File: config.mk
export PLATFORM = sky130hd
export DESIGN_NAME = ccm_core
export DESIGN_NICKNAME = d
export VERILOG_FILES = /design/src/hdl/ccm_pkg.sv /design/src/hdl/ccm_core.sv
export SDC_FILE = /design/constraint.sdc
export NUM_CORES = 2
export LEC_CHECK = 0
export BUFFER_PORTS_ARGS = -buffer_cell sky130_fd_sc_hd__buf_2
export CORE_MARGIN = 3
export CORE_UTILIZATION = 50
export CTS_BUF_LIST = sky130_fd_sc_hd__clkbuf_8
export CTS_CLUSTER_SIZE = 8
export DETAILED_ROUTE_END_ITERATION = 8
export GPL_TIMING_DRIVEN = 1
export PLACE_DENSITY = 0.77
export SLEW_MARGIN = 10
export SYNTH_ARGS = -nofsm -noshare
export SYNTH_HDL_FRONTEND = slang
export SYNTH_SLANG_ARGS = --single-unit
File: constraint.sdc
create_clock -name clock_in -period 9 [get_ports clock_in]
set_input_delay 2.7 -clock clock_in [delete_from_list [all_inputs] [get_ports clock_in]]
set_output_delay 2.7 -clock clock_in [all_outputs]
set_load 0.02 [all_outputs]
File: src/hdl/ccm_pkg.sv
// Purpose : shared constants and carriers for the core cycle and memory map block
// Assumes : one 10 MHz clock standing in for the oscillator input
// Notes   : data addresses are 9 bits (bank select plus 7-bit offset)
package ccm_pkg;

    // ------------------------------------------------------------
    // phases and widths
    // ------------------------------------------------------------
    typedef enum logic [3:0] {
        CCM_PH_ONE   = 4'b0001,
        CCM_PH_TWO   = 4'b0010,
        CCM_PH_THREE = 4'b0100,
        CCM_PH_FOUR  = 4'b1000
    } ccm_phase_e;

    localparam int PC_W      = 13;
    localparam int PM_ADDR_W = 12;
    localparam int INSN_W    = 14;
    localparam int DA_W      = 9;
    localparam int GPR_DEPTH = 512;

    localparam logic [PC_W-1:0] RESET_VECTOR = 13'h0000;
    localparam logic [PC_W-1:0] IRQ_VECTOR   = 13'h0004;

    // ------------------------------------------------------------
    // register offsets and fields
    // ------------------------------------------------------------
    localparam logic [6:0] OFF_INDIRECT   = 7'h00;
    localparam logic [6:0] OFF_PC_LOW     = 7'h02;
    localparam logic [6:0] OFF_STATUS     = 7'h03;
    localparam logic [6:0] OFF_POINTER    = 7'h04;
    localparam logic [6:0] OFF_PC_LATCH   = 7'h0A;
    localparam logic [6:0] OFF_INT_CTRL   = 7'h0B;
    localparam logic [6:0] OFF_GPR_START  = 7'h20;
    localparam logic [6:0] OFF_COMMON     = 7'h70;
    localparam int         STATUS_RP_LO   = 5;
    localparam int         STATUS_RP_HI   = 6;
    localparam int         STATUS_IRP     = 7;
    localparam logic [7:0] STATUS_RESET   = 8'h18;
    localparam logic [7:0] ZERO_BYTE      = 8'h00;

    // ------------------------------------------------------------
    // carriers
    // ------------------------------------------------------------
    typedef struct packed {
        logic            jump;
        logic [PC_W-1:0] target;
        logic            irq;
    } ccm_flow_s;

    typedef struct packed {
        logic            rd;
        logic            wr;
        logic            indirect;
        logic [6:0]      offset;
        logic [7:0]      wdata;
    } ccm_data_req_s;

endpackage

File: src/hdl/ccm_core.sv
// Purpose : phase generator, fetch/execute pipeline, program and data map
// Assumes : execution unit outside issues jumps, interrupts and data accesses
// Notes   : peripheral registers are left to other blocks; their offsets read zero here
//
// The plain strobed port was left to the implementer.
`timescale 1ns/1ps

module ccm_core
    import ccm_pkg::*;
(
    input  wire logic                 clock_in,
    input  wire logic                 rst_in,
    input  wire ccm_flow_s            flow_in,
    input  wire ccm_data_req_s        data_req_in,
    input  wire logic [INSN_W-1:0]    prog_word_in,
    input  wire logic [3:0]           reg_addr_in,
    input  wire logic [7:0]           reg_wdata_in,
    input  wire logic                 reg_wr_in,
    input  wire logic                 reg_rd_in,
    output logic [7:0]                reg_rdata_out,
    output logic [3:0]                phase_out,
    output logic [PM_ADDR_W-1:0]      prog_addr_out,
    output logic [PC_W-1:0]           pc_out,
    output logic [INSN_W-1:0]         insn_out,
    output logic                      insn_valid_out,
    output logic [DA_W-1:0]           data_addr_out,
    output logic [7:0]                data_rdata_out,
    output logic                      is_special_out
);

    // ------------------------------------------------------------
    // state
    // ------------------------------------------------------------
    typedef struct packed {
        ccm_phase_e          phase;
        logic [PC_W-1:0]     pc;
        logic [INSN_W-1:0]   fetched;
        logic [INSN_W-1:0]   insn;
        logic                insn_valid;
        logic                flush;
        logic [7:0]          status;
        logic [7:0]          pointer;
        logic [7:0]          pc_latch;
        logic [7:0]          int_ctrl;
        logic [7:0]          rdata;
        logic [7:0]          reg_rdata;
    } ccm_state_s;

    ccm_state_s state_q;
    ccm_state_s state_d;
    logic [7:0] gpr_mem [GPR_DEPTH];
    logic [DA_W-1:0] eff_addr;
    logic [6:0]      eff_off;
    logic            gpr_wr;

    // bank and offset to physical storage; common tops fold onto bank 0
    function automatic logic [DA_W-1:0] map_addr(input logic [1:0] bank,
                                                 input logic [6:0] off);
        if (off >= OFF_COMMON) begin
            map_addr = {2'b00, off};
        end else begin
            map_addr = {bank, off};
        end
    endfunction

    // only the five core registers live here; other low offsets are peripheral
    function automatic logic is_core(input logic [6:0] off);
        is_core = (off == OFF_PC_LOW) || (off == OFF_STATUS) ||
                  (off == OFF_POINTER) || (off == OFF_PC_LATCH) || (off == OFF_INT_CTRL);
    endfunction

    // ------------------------------------------------------------
    // data address decode
    // ------------------------------------------------------------
    // indirect uses the pointer plus the upper bank bit of status
    always_comb begin
        if (data_req_in.indirect || data_req_in.offset == OFF_INDIRECT) begin
            eff_off  = state_q.pointer[6:0];
            eff_addr = map_addr({state_q.status[STATUS_IRP], state_q.pointer[7]},
                                state_q.pointer[6:0]);
        end else begin
            eff_off  = data_req_in.offset;
            eff_addr = map_addr({state_q.status[STATUS_RP_HI], state_q.status[STATUS_RP_LO]},
                                data_req_in.offset);
        end
    end

    // gpr area starts above the special registers in every bank
    assign gpr_wr = data_req_in.wr && (state_q.phase == CCM_PH_FOUR) &&
                    (eff_off >= OFF_GPR_START);

    // ------------------------------------------------------------
    // next state
    // ------------------------------------------------------------
    always_comb begin
        state_d = state_q;
        // one-hot rotation of the four phases
        case (state_q.phase)
            CCM_PH_ONE:   state_d.phase = CCM_PH_TWO;
            CCM_PH_TWO:   state_d.phase = CCM_PH_THREE;
            CCM_PH_THREE: state_d.phase = CCM_PH_FOUR;
            CCM_PH_FOUR:  state_d.phase = CCM_PH_ONE;
            default:      state_d.phase = CCM_PH_ONE;
        endcase

        // fetch side
        if (state_q.phase == CCM_PH_ONE) begin
            state_d.pc = PC_W'(state_q.pc + 1'b1);
            state_d.insn       = state_q.fetched;
            state_d.insn_valid = !state_q.flush;
            state_d.flush      = 1'b0;
        end
        if (state_q.phase == CCM_PH_FOUR) begin
            state_d.fetched = prog_word_in;
            // redirect lands on the next phase one fetch; word in flight is dropped
            if (flow_in.irq) begin
                state_d.pc    = IRQ_VECTOR;
                state_d.flush = 1'b1;
            end else if (flow_in.jump) begin
                state_d.pc    = flow_in.target;
                state_d.flush = 1'b1;
            end
        end

        // operand read in phase two
        if (state_q.phase == CCM_PH_TWO && data_req_in.rd) begin
            if (eff_off >= OFF_GPR_START) begin
                state_d.rdata = gpr_mem[eff_addr];
            end else begin
                case (eff_off)
                    OFF_PC_LOW:   state_d.rdata = state_q.pc[7:0];
                    OFF_STATUS:   state_d.rdata = state_q.status;
                    OFF_POINTER:  state_d.rdata = state_q.pointer;
                    OFF_PC_LATCH: state_d.rdata = state_q.pc_latch;
                    OFF_INT_CTRL: state_d.rdata = state_q.int_ctrl;
                    default:      state_d.rdata = ZERO_BYTE;
                endcase
            end
        end

        // destination write in phase four to core registers in any bank
        if (state_q.phase == CCM_PH_FOUR && data_req_in.wr && is_core(eff_off)) begin
            case (eff_off)
                OFF_STATUS:   state_d.status   = data_req_in.wdata;
                OFF_POINTER:  state_d.pointer  = data_req_in.wdata;
                OFF_PC_LATCH: state_d.pc_latch = data_req_in.wdata;
                OFF_INT_CTRL: state_d.int_ctrl = data_req_in.wdata;
                default:      ;
            endcase
        end

        // software port, same storage as the core offsets
        if (reg_wr_in) begin
            case ({3'b000, reg_addr_in})
                OFF_STATUS:   state_d.status   = reg_wdata_in;
                OFF_POINTER:  state_d.pointer  = reg_wdata_in;
                OFF_PC_LATCH: state_d.pc_latch = reg_wdata_in;
                OFF_INT_CTRL: state_d.int_ctrl = reg_wdata_in;
                default:      ;
            endcase
        end
        state_d.reg_rdata = ZERO_BYTE;
        if (reg_rd_in) begin
            case ({3'b000, reg_addr_in})
                OFF_PC_LOW:   state_d.reg_rdata = state_q.pc[7:0];
                OFF_STATUS:   state_d.reg_rdata = state_q.status;
                OFF_POINTER:  state_d.reg_rdata = state_q.pointer;
                OFF_PC_LATCH: state_d.reg_rdata = state_q.pc_latch;
                OFF_INT_CTRL: state_d.reg_rdata = state_q.int_ctrl;
                default:      state_d.reg_rdata = ZERO_BYTE;
            endcase
        end
    end

    // ------------------------------------------------------------
    // registers
    // ------------------------------------------------------------
    always_ff @(posedge clock_in) begin
        if (rst_in) begin
            state_q            <= '0;
            state_q.phase      <= CCM_PH_ONE;
            state_q.pc         <= RESET_VECTOR;
            state_q.status     <= STATUS_RESET;
            state_q.flush      <= 1'b1;
        end else begin
            state_q <= state_d;
        end
    end

    // ram has no reset, so it lives beside the state struct
    always_ff @(posedge clock_in) begin
        if (gpr_wr) begin
            gpr_mem[eff_addr] <= data_req_in.wdata;
        end
    end

    // ------------------------------------------------------------
    // outputs
    // ------------------------------------------------------------
    assign phase_out      = state_q.phase;
    assign pc_out         = state_q.pc;
    assign prog_addr_out  = state_q.pc[PM_ADDR_W-1:0];
    assign insn_out       = state_q.insn;
    assign insn_valid_out = state_q.insn_valid;
    assign data_addr_out  = eff_addr;
    assign data_rdata_out = state_q.rdata;
    assign is_special_out = eff_off < OFF_GPR_START;
    assign reg_rdata_out  = state_q.reg_rdata;

    // ------------------------------------------------------------
    // checks
    // ------------------------------------------------------------
    AST_PHASE_ROTATE: assert property (@(posedge clock_in) disable iff (rst_in)
        state_q.phase == CCM_PH_ONE |=> state_q.phase == CCM_PH_TWO ##1
        state_q.phase == CCM_PH_THREE ##1 state_q.phase == CCM_PH_FOUR ##1 state_q.phase == CCM_PH_ONE)
        else $error("phase sequence broken");
    AST_PC_STEP: assert property (@(posedge clock_in) disable iff (rst_in)
        state_q.phase == CCM_PH_ONE |=> state_q.pc == PC_W'($past(state_q.pc) + 1'b1))
        else $error("pc did not step in phase one");
    AST_FETCH_CAPTURE: assert property (@(posedge clock_in) disable iff (rst_in)
        state_q.phase == CCM_PH_FOUR |=> state_q.fetched == $past(prog_word_in))
        else $error("fetched word not captured in phase four");
    AST_INSN_PRESENT: assert property (@(posedge clock_in) disable iff (rst_in)
        state_q.phase == CCM_PH_FOUR |-> ##1 (1'b1) ##1 state_q.insn == $past(state_q.fetched))
        else $error("instruction not presented in phase one");
    AST_WRAP: assert property (@(posedge clock_in) disable iff (rst_in)
        prog_addr_out == state_q.pc[11:0])
        else $error("program address not wrapped");
    AST_IRQ_VECTOR: assert property (@(posedge clock_in) disable iff (rst_in)
        state_q.phase == CCM_PH_FOUR && flow_in.irq |=> state_q.pc == IRQ_VECTOR)
        else $error("interrupt did not load vector");
    AST_FLUSH: assert property (@(posedge clock_in) disable iff (rst_in)
        state_q.phase == CCM_PH_FOUR && flow_in.jump |-> ##2 !state_q.insn_valid)
        else $error("prefetched word not discarded");
    AST_COMMON: assert property (@(posedge clock_in) disable iff (rst_in)
        !data_req_in.indirect && data_req_in.offset >= OFF_COMMON && data_req_in.offset != OFF_INDIRECT
        |-> data_addr_out[8:7] == 2'b00)
        else $error("common location not folded to bank zero");
    AST_BANK: assert property (@(posedge clock_in) disable iff (rst_in)
        !data_req_in.indirect && data_req_in.offset < OFF_COMMON && data_req_in.offset != OFF_INDIRECT
        |-> data_addr_out[8:7] == state_q.status[6:5])
        else $error("bank select not applied");

    // ------------------------------------------------------------
    // pipeline checks
    // ------------------------------------------------------------
    // phase register never leaves the four one-hot codes
    AST_PHASE_ONEHOT: assert property (@(posedge clock_in) disable iff (rst_in)
        $onehot(state_q.phase))
        else $error("phase code not one-hot");

    // counter only moves at phase one or on a taken redirect
    AST_PC_HOLD: assert property (@(posedge clock_in) disable iff (rst_in)
        state_q.phase != CCM_PH_ONE &&
        !(state_q.phase == CCM_PH_FOUR && (flow_in.irq || flow_in.jump))
        |=> $stable(state_q.pc))
        else $error("pc moved outside phase one");

    // the full 13-bit counter rolls over, it is not cut to 4K
    AST_PC_ROLL: assert property (@(posedge clock_in) disable iff (rst_in)
        state_q.phase == CCM_PH_ONE && (&state_q.pc)
        |=> state_q.pc == '0)
        else $error("pc did not roll over at the top");

    // holding register only loads in phase four
    AST_FETCH_HOLD: assert property (@(posedge clock_in) disable iff (rst_in)
        state_q.phase != CCM_PH_FOUR |=> $stable(state_q.fetched))
        else $error("fetched word changed outside phase four");

    // executing instruction stands for the whole cycle
    AST_INSN_HOLD: assert property (@(posedge clock_in) disable iff (rst_in)
        state_q.phase != CCM_PH_ONE
        |=> $stable(state_q.insn) && $stable(state_q.insn_valid))
        else $error("instruction changed mid cycle");

    // without a pending discard the next slot executes
    AST_VALID_RESUME: assert property (@(posedge clock_in) disable iff (rst_in)
        state_q.phase == CCM_PH_ONE && !state_q.flush |=> state_q.insn_valid)
        else $error("sequential instruction not issued");

    // a discard only ever covers one slot
    AST_FLUSH_CLEAR: assert property (@(posedge clock_in) disable iff (rst_in)
        state_q.phase == CCM_PH_ONE |=> !state_q.flush)
        else $error("discard lasted past one slot");

    // a jump loads its target in full
    AST_JUMP_TARGET: assert property (@(posedge clock_in) disable iff (rst_in)
        state_q.phase == CCM_PH_FOUR && flow_in.jump && !flow_in.irq
        |=> state_q.pc == $past(flow_in.target))
        else $error("jump target not loaded");

    // an interrupt also throws away the word beside it
    AST_IRQ_FLUSH: assert property (@(posedge clock_in) disable iff (rst_in)
        state_q.phase == CCM_PH_FOUR && flow_in.irq |=> state_q.flush)
        else $error("interrupt did not discard prefetch");

    // first cycle after reset starts at the reset vector, slot empty
    AST_RESET_START: assert property (@(posedge clock_in) disable iff (rst_in)
        $fell(rst_in)
        |-> state_q.pc == RESET_VECTOR && state_q.phase == CCM_PH_ONE && !state_q.insn_valid)
        else $error("reset did not start at the vector");

    // ------------------------------------------------------------
    // data side checks
    // ------------------------------------------------------------
    // operand register only loads in phase two
    AST_READ_PHASE: assert property (@(posedge clock_in) disable iff (rst_in)
        state_q.phase != CCM_PH_TWO |=> $stable(state_q.rdata))
        else $error("operand changed outside phase two");

    // a ram write lands at the decoded address
    AST_RAM_WRITE: assert property (@(posedge clock_in) disable iff (rst_in)
        gpr_wr |=> gpr_mem[$past(eff_addr)] == $past(data_req_in.wdata))
        else $error("ram write lost");

    // indirect access takes its offset from the pointer
    AST_INDIRECT_LOW: assert property (@(posedge clock_in) disable iff (rst_in)
        data_req_in.indirect || data_req_in.offset == OFF_INDIRECT
        |-> data_addr_out[6:0] == state_q.pointer[6:0])
        else $error("indirect offset not from pointer");

    // indirect bank comes from the pointer top bit and status
    AST_INDIRECT_BANK: assert property (@(posedge clock_in) disable iff (rst_in)
        (data_req_in.indirect || data_req_in.offset == OFF_INDIRECT) &&
        state_q.pointer[6:0] < OFF_COMMON
        |-> data_addr_out[8:7] == {state_q.status[STATUS_IRP], state_q.pointer[7]})
        else $error("indirect bank wrong");

    // common storage is shared by indirect access too
    AST_INDIRECT_COMMON: assert property (@(posedge clock_in) disable iff (rst_in)
        (data_req_in.indirect || data_req_in.offset == OFF_INDIRECT) &&
        state_q.pointer[6:0] >= OFF_COMMON
        |-> data_addr_out[8:7] == 2'b00)
        else $error("indirect common not folded");

    // direct access keeps the instruction's offset
    AST_DIRECT_LOW: assert property (@(posedge clock_in) disable iff (rst_in)
        !data_req_in.indirect && data_req_in.offset != OFF_INDIRECT
        |-> data_addr_out[6:0] == data_req_in.offset)
        else $error("direct offset altered");

    // upper offsets are ram in every bank
    AST_GPR_AREA: assert property (@(posedge clock_in) disable iff (rst_in)
        !data_req_in.indirect && data_req_in.offset >= OFF_GPR_START
        |-> !is_special_out)
        else $error("ram offset flagged special");

    // lower offsets are special registers in every bank
    AST_SFR_AREA: assert property (@(posedge clock_in) disable iff (rst_in)
        !data_req_in.indirect && data_req_in.offset != OFF_INDIRECT &&
        data_req_in.offset < OFF_GPR_START
        |-> is_special_out)
        else $error("special offset flagged ram");

    // ------------------------------------------------------------
    // register port checks
    // ------------------------------------------------------------
    // software write to status steers the bank select
    AST_STATUS_WRITE: assert property (@(posedge clock_in) disable iff (rst_in)
        reg_wr_in && {3'b000, reg_addr_in} == OFF_STATUS
        |=> state_q.status == $past(reg_wdata_in))
        else $error("status write lost");

    // software write to the pointer
    AST_POINTER_WRITE: assert property (@(posedge clock_in) disable iff (rst_in)
        reg_wr_in && {3'b000, reg_addr_in} == OFF_POINTER
        |=> state_q.pointer == $past(reg_wdata_in))
        else $error("pointer write lost");

    // read data come the cycle after the strobe
    AST_READ_PORT: assert property (@(posedge clock_in) disable iff (rst_in)
        reg_rd_in && {3'b000, reg_addr_in} == OFF_POINTER
        |=> reg_rdata_out == $past(state_q.pointer))
        else $error("pointer read wrong");

    // read data stand one cycle only
    AST_READ_IDLE: assert property (@(posedge clock_in) disable iff (rst_in)
        !reg_rd_in |=> reg_rdata_out == ZERO_BYTE)
        else $error("read data stood too long");

    // status is reachable through the data path in any bank
    AST_CORE_READ: assert property (@(posedge clock_in) disable iff (rst_in)
        state_q.phase == CCM_PH_TWO && data_req_in.rd && eff_off == OFF_STATUS
        |=> state_q.rdata == $past(state_q.status))
        else $error("status not mirrored on data read");

endmodule

==> results.ini <==
[clock_network]
cts.path.max_buffers=4
clock_sinks=4191
htreeDepth=6
ctsHoldBuffers=0
numCtsBuffers=646
cts_root_buf=clkbuf_8
post_cts_resized=0
cts.repair_timing.setup_buffer_count=0
cts_tree=yes
clk_pin_slew_ns=0.06
insertion_delay_ns=1.24

[worst_setup_path]
cp.arrival_ns=4.99
worstSetupPathType=primary input to output pin
path_max_fanout=59
cp-start-kind=primary input
crit_top_cell=buf_2
slowest_delay_ns=0.58
cp.required_ns=6.30
cp-end-kind=output pin
cp_top_family=buffers and inverters
cp_slowest_cell=a21boi_4
cp_num_buf_inv=3
crit_chain=buf_2, mux2i_1, a21boi_4, inv_8, buf_2

[synthesis]
synth_top_family_by_area=simple AND/OR/NAND/NOR gates
synth_ff_type=edfxtp_1
synth_seq_cells=4191
synthXorXnorAreaFrac_pct=0.0636
synthCells=10800
ys_types=86
synthSimpleGateAreaFrac_pct=8.32
synth_seq_area_share_pct=75.6
yosysWarningCount=0
synth-compound-area-share_pct=7.07
synth_fa_ha_area_share_pct=0.00757
synth.avg_cell_area_um2=15.3
muxShareOfSynthArea_pct=6.53
async_flop_share_pct=0
synth_edf_count=4096
netlist_area_um2=165000

[floorplan]
die_h_um=581
start_util_pct=50.4
dieArea_um2=337000
core_area_um2=328000
ios=133
row_count=210
die_width_um=581

[timing]
tightest_slew_ns=1.33
finalSetupViolCount=0
finalWorstSetupSlack_ns=1.31
drv_slew=0
layout_min_cycle_time_ns=7.69
tns_ns=0
hold_viol=0
clock.fmax_ghz=0.130
fin_crit_sh_pct=85.4
slew_headroom_pct=8.73
fin_skew_ns=0.0973
rsz0062_at_grt=no

[layout]
drive_gt1_share_pct=11.1
seq_area_um2=125000
nets=12500
fillers=24300
final_cell_mix=4096 x edfxtp_1, 1916 x nand2_1, 1408 x conb_1
multi_input_area_um2=42000
area_growth_pct=13.3
final_common_cell=edfxtp_1

[run]
cap_violations=0

[routing]
avgViaCountPerCell=5.96
ant_nets=0
first_pass_iters=9
wl_per_cell_um=25.8
routed_wl_mm=443
drcViolationCount=2
vias=102000
drt-initial-drc-count=16200

[place]
place_hpwl_mm=270
io_buffers=132
gp_congestion=0.961
dp_slack_ns=0.764

[power]
power.density_nw_per_um2=208
vdd_ir_drop_max_v=0.000151
leakagePower_nw=64.2

[status]
violations=design-rule violations
outcome=complete, but fails checks

[global_routing]
antenna_found_initial=16
track_usage_pct=25.7
grt_pass1_vias=98300
grt_pass1_wl_mm=646
grt-ovfl-total=0
grt_start_max_net_pins=216

[worst_hold_path]
hp-class=register to register

## kinds of logic after synthesis
family / after synthesis
simple gates: 3259
mux: 821
other cells: 1
fa+ha+maj: 1
buf+inv: 844
xor+xnor: 12
compound gates: 1662
flops: 4191
## Yosys cell counts, types with 12 or more instances
cell / n / area share (%)
nor2_1: 432 / 0.98
mux2_2: 14 / 0.095
o221ai_1: 13 / 0.069
a21oi_1: 546 / 1.7
a31oi_1: 156 / 0.59
a22oi_1: 149 / 0.68
a311oi_1: 59 / 0.31
nand3_1: 617 / 1.9
a211oi_1: 94 / 0.43
mux2i_1: 602 / 3.6
nand2_1: 1931 / 4.4
o41ai_1: 12 / 0.064
mux4_2: 204 / 2.8
buf_4: 132 / 0.60
a41oi_1: 17 / 0.090
buf_1: 75 / 0.17
o211ai_1: 15 / 0.068
nor3_1: 39 / 0.12
a32oi_1: 52 / 0.28
edfxtp_1: 4096 / 74
nand4_1: 69 / 0.26
a221oi_1: 296 / 1.6
nor4_1: 57 / 0.22
and3_1: 51 / 0.19
inv_1: 46 / 0.10
dfxtp_1: 95 / 1.2
buf_2: 207 / 0.63
a22o_1: 33 / 0.17
o21ai_0: 37 / 0.11
a32o_1: 12 / 0.073
a221o_1: 17 / 0.10
a2111oi_0: 54 / 0.29
clkbuf_1: 369 / 0.84
## cell type report
cell class                 count  area share [%]
tap                         4346            2.90
clock inverter               384            1.18
inverter                      50           0.112
sequential                  4191            66.7
timing repair buffer         396            1.84
clock buffer                 654            4.81
multi-input combinational   7163            22.4
antenna                        8          0.0107
## power breakdown
part / switching, mW / internal, mW / total [mW]
logic: 1.77 / 0.653 / 2.42
clock network: 7.38 / 6.89 / 14.3
registers: 0.157 / 22.0 / 22.2
## worst min-delay path: stages, from the launching register on
cell     delay [ns]
dfxtp_1        0.31
nand2_1        0.05
a21oi_1        0.05
## layer usage
layer,vias to the layer above,global-route usage (%),part of all wire [%]
met5,-,0.198,0.036
met4,12,12.9,5.6
met3,1234,7.41,13
met2,6850,38.6,45
met1,50600,34.2,36
li1,43700,-,-
## flip-flops by register name, indices dropped and copies added, names as in the netlist
name and cells:
gpr_mem 4096, state_q 47, insn_out 14, pc_out 13, data_rdata_out 8, reg_rdata_out 8, phase_out 4, insn_valid_out 1
## stage by stage
stage | power [mW] | instance area, µm² | util, % | hold slack, ns | std cells
floorplan | 23.9 | 171000 | - | 0.414 | 12200
global placement | 24.8 | 176000 | 53.6 | 0.421 | 16100
detailed placement | 24.9 | 176000 | 53.6 | 0.433 | 16100
CTS | 38.9 | 187000 | 57.0 | 0.439 | 17200
global route | 40.0 | 187000 | 57.0 | 0.450 | 17200
finish | 38.9 | 187000 | 57.0 | 0.444 | 17200
## path summary, 6_finish.rpt
| check | start | endpoint | slack, ns | cells past startpoint |
|---|---|---|---|---|
| worst max-delay path | data_req_in[15] | data_addr_out[1] | 1.31 | 5 |
| worst max register to register | state_q[36] | data_rdata_out[6] | 3.00 | 11 |
| worst min-delay path | state_q[68] | insn_out[4] | 0.44 | 2 |
| worst min register to register | state_q[68] | insn_out[4] | 0.44 | 2 |
Power figures use the tool's default switching activity.
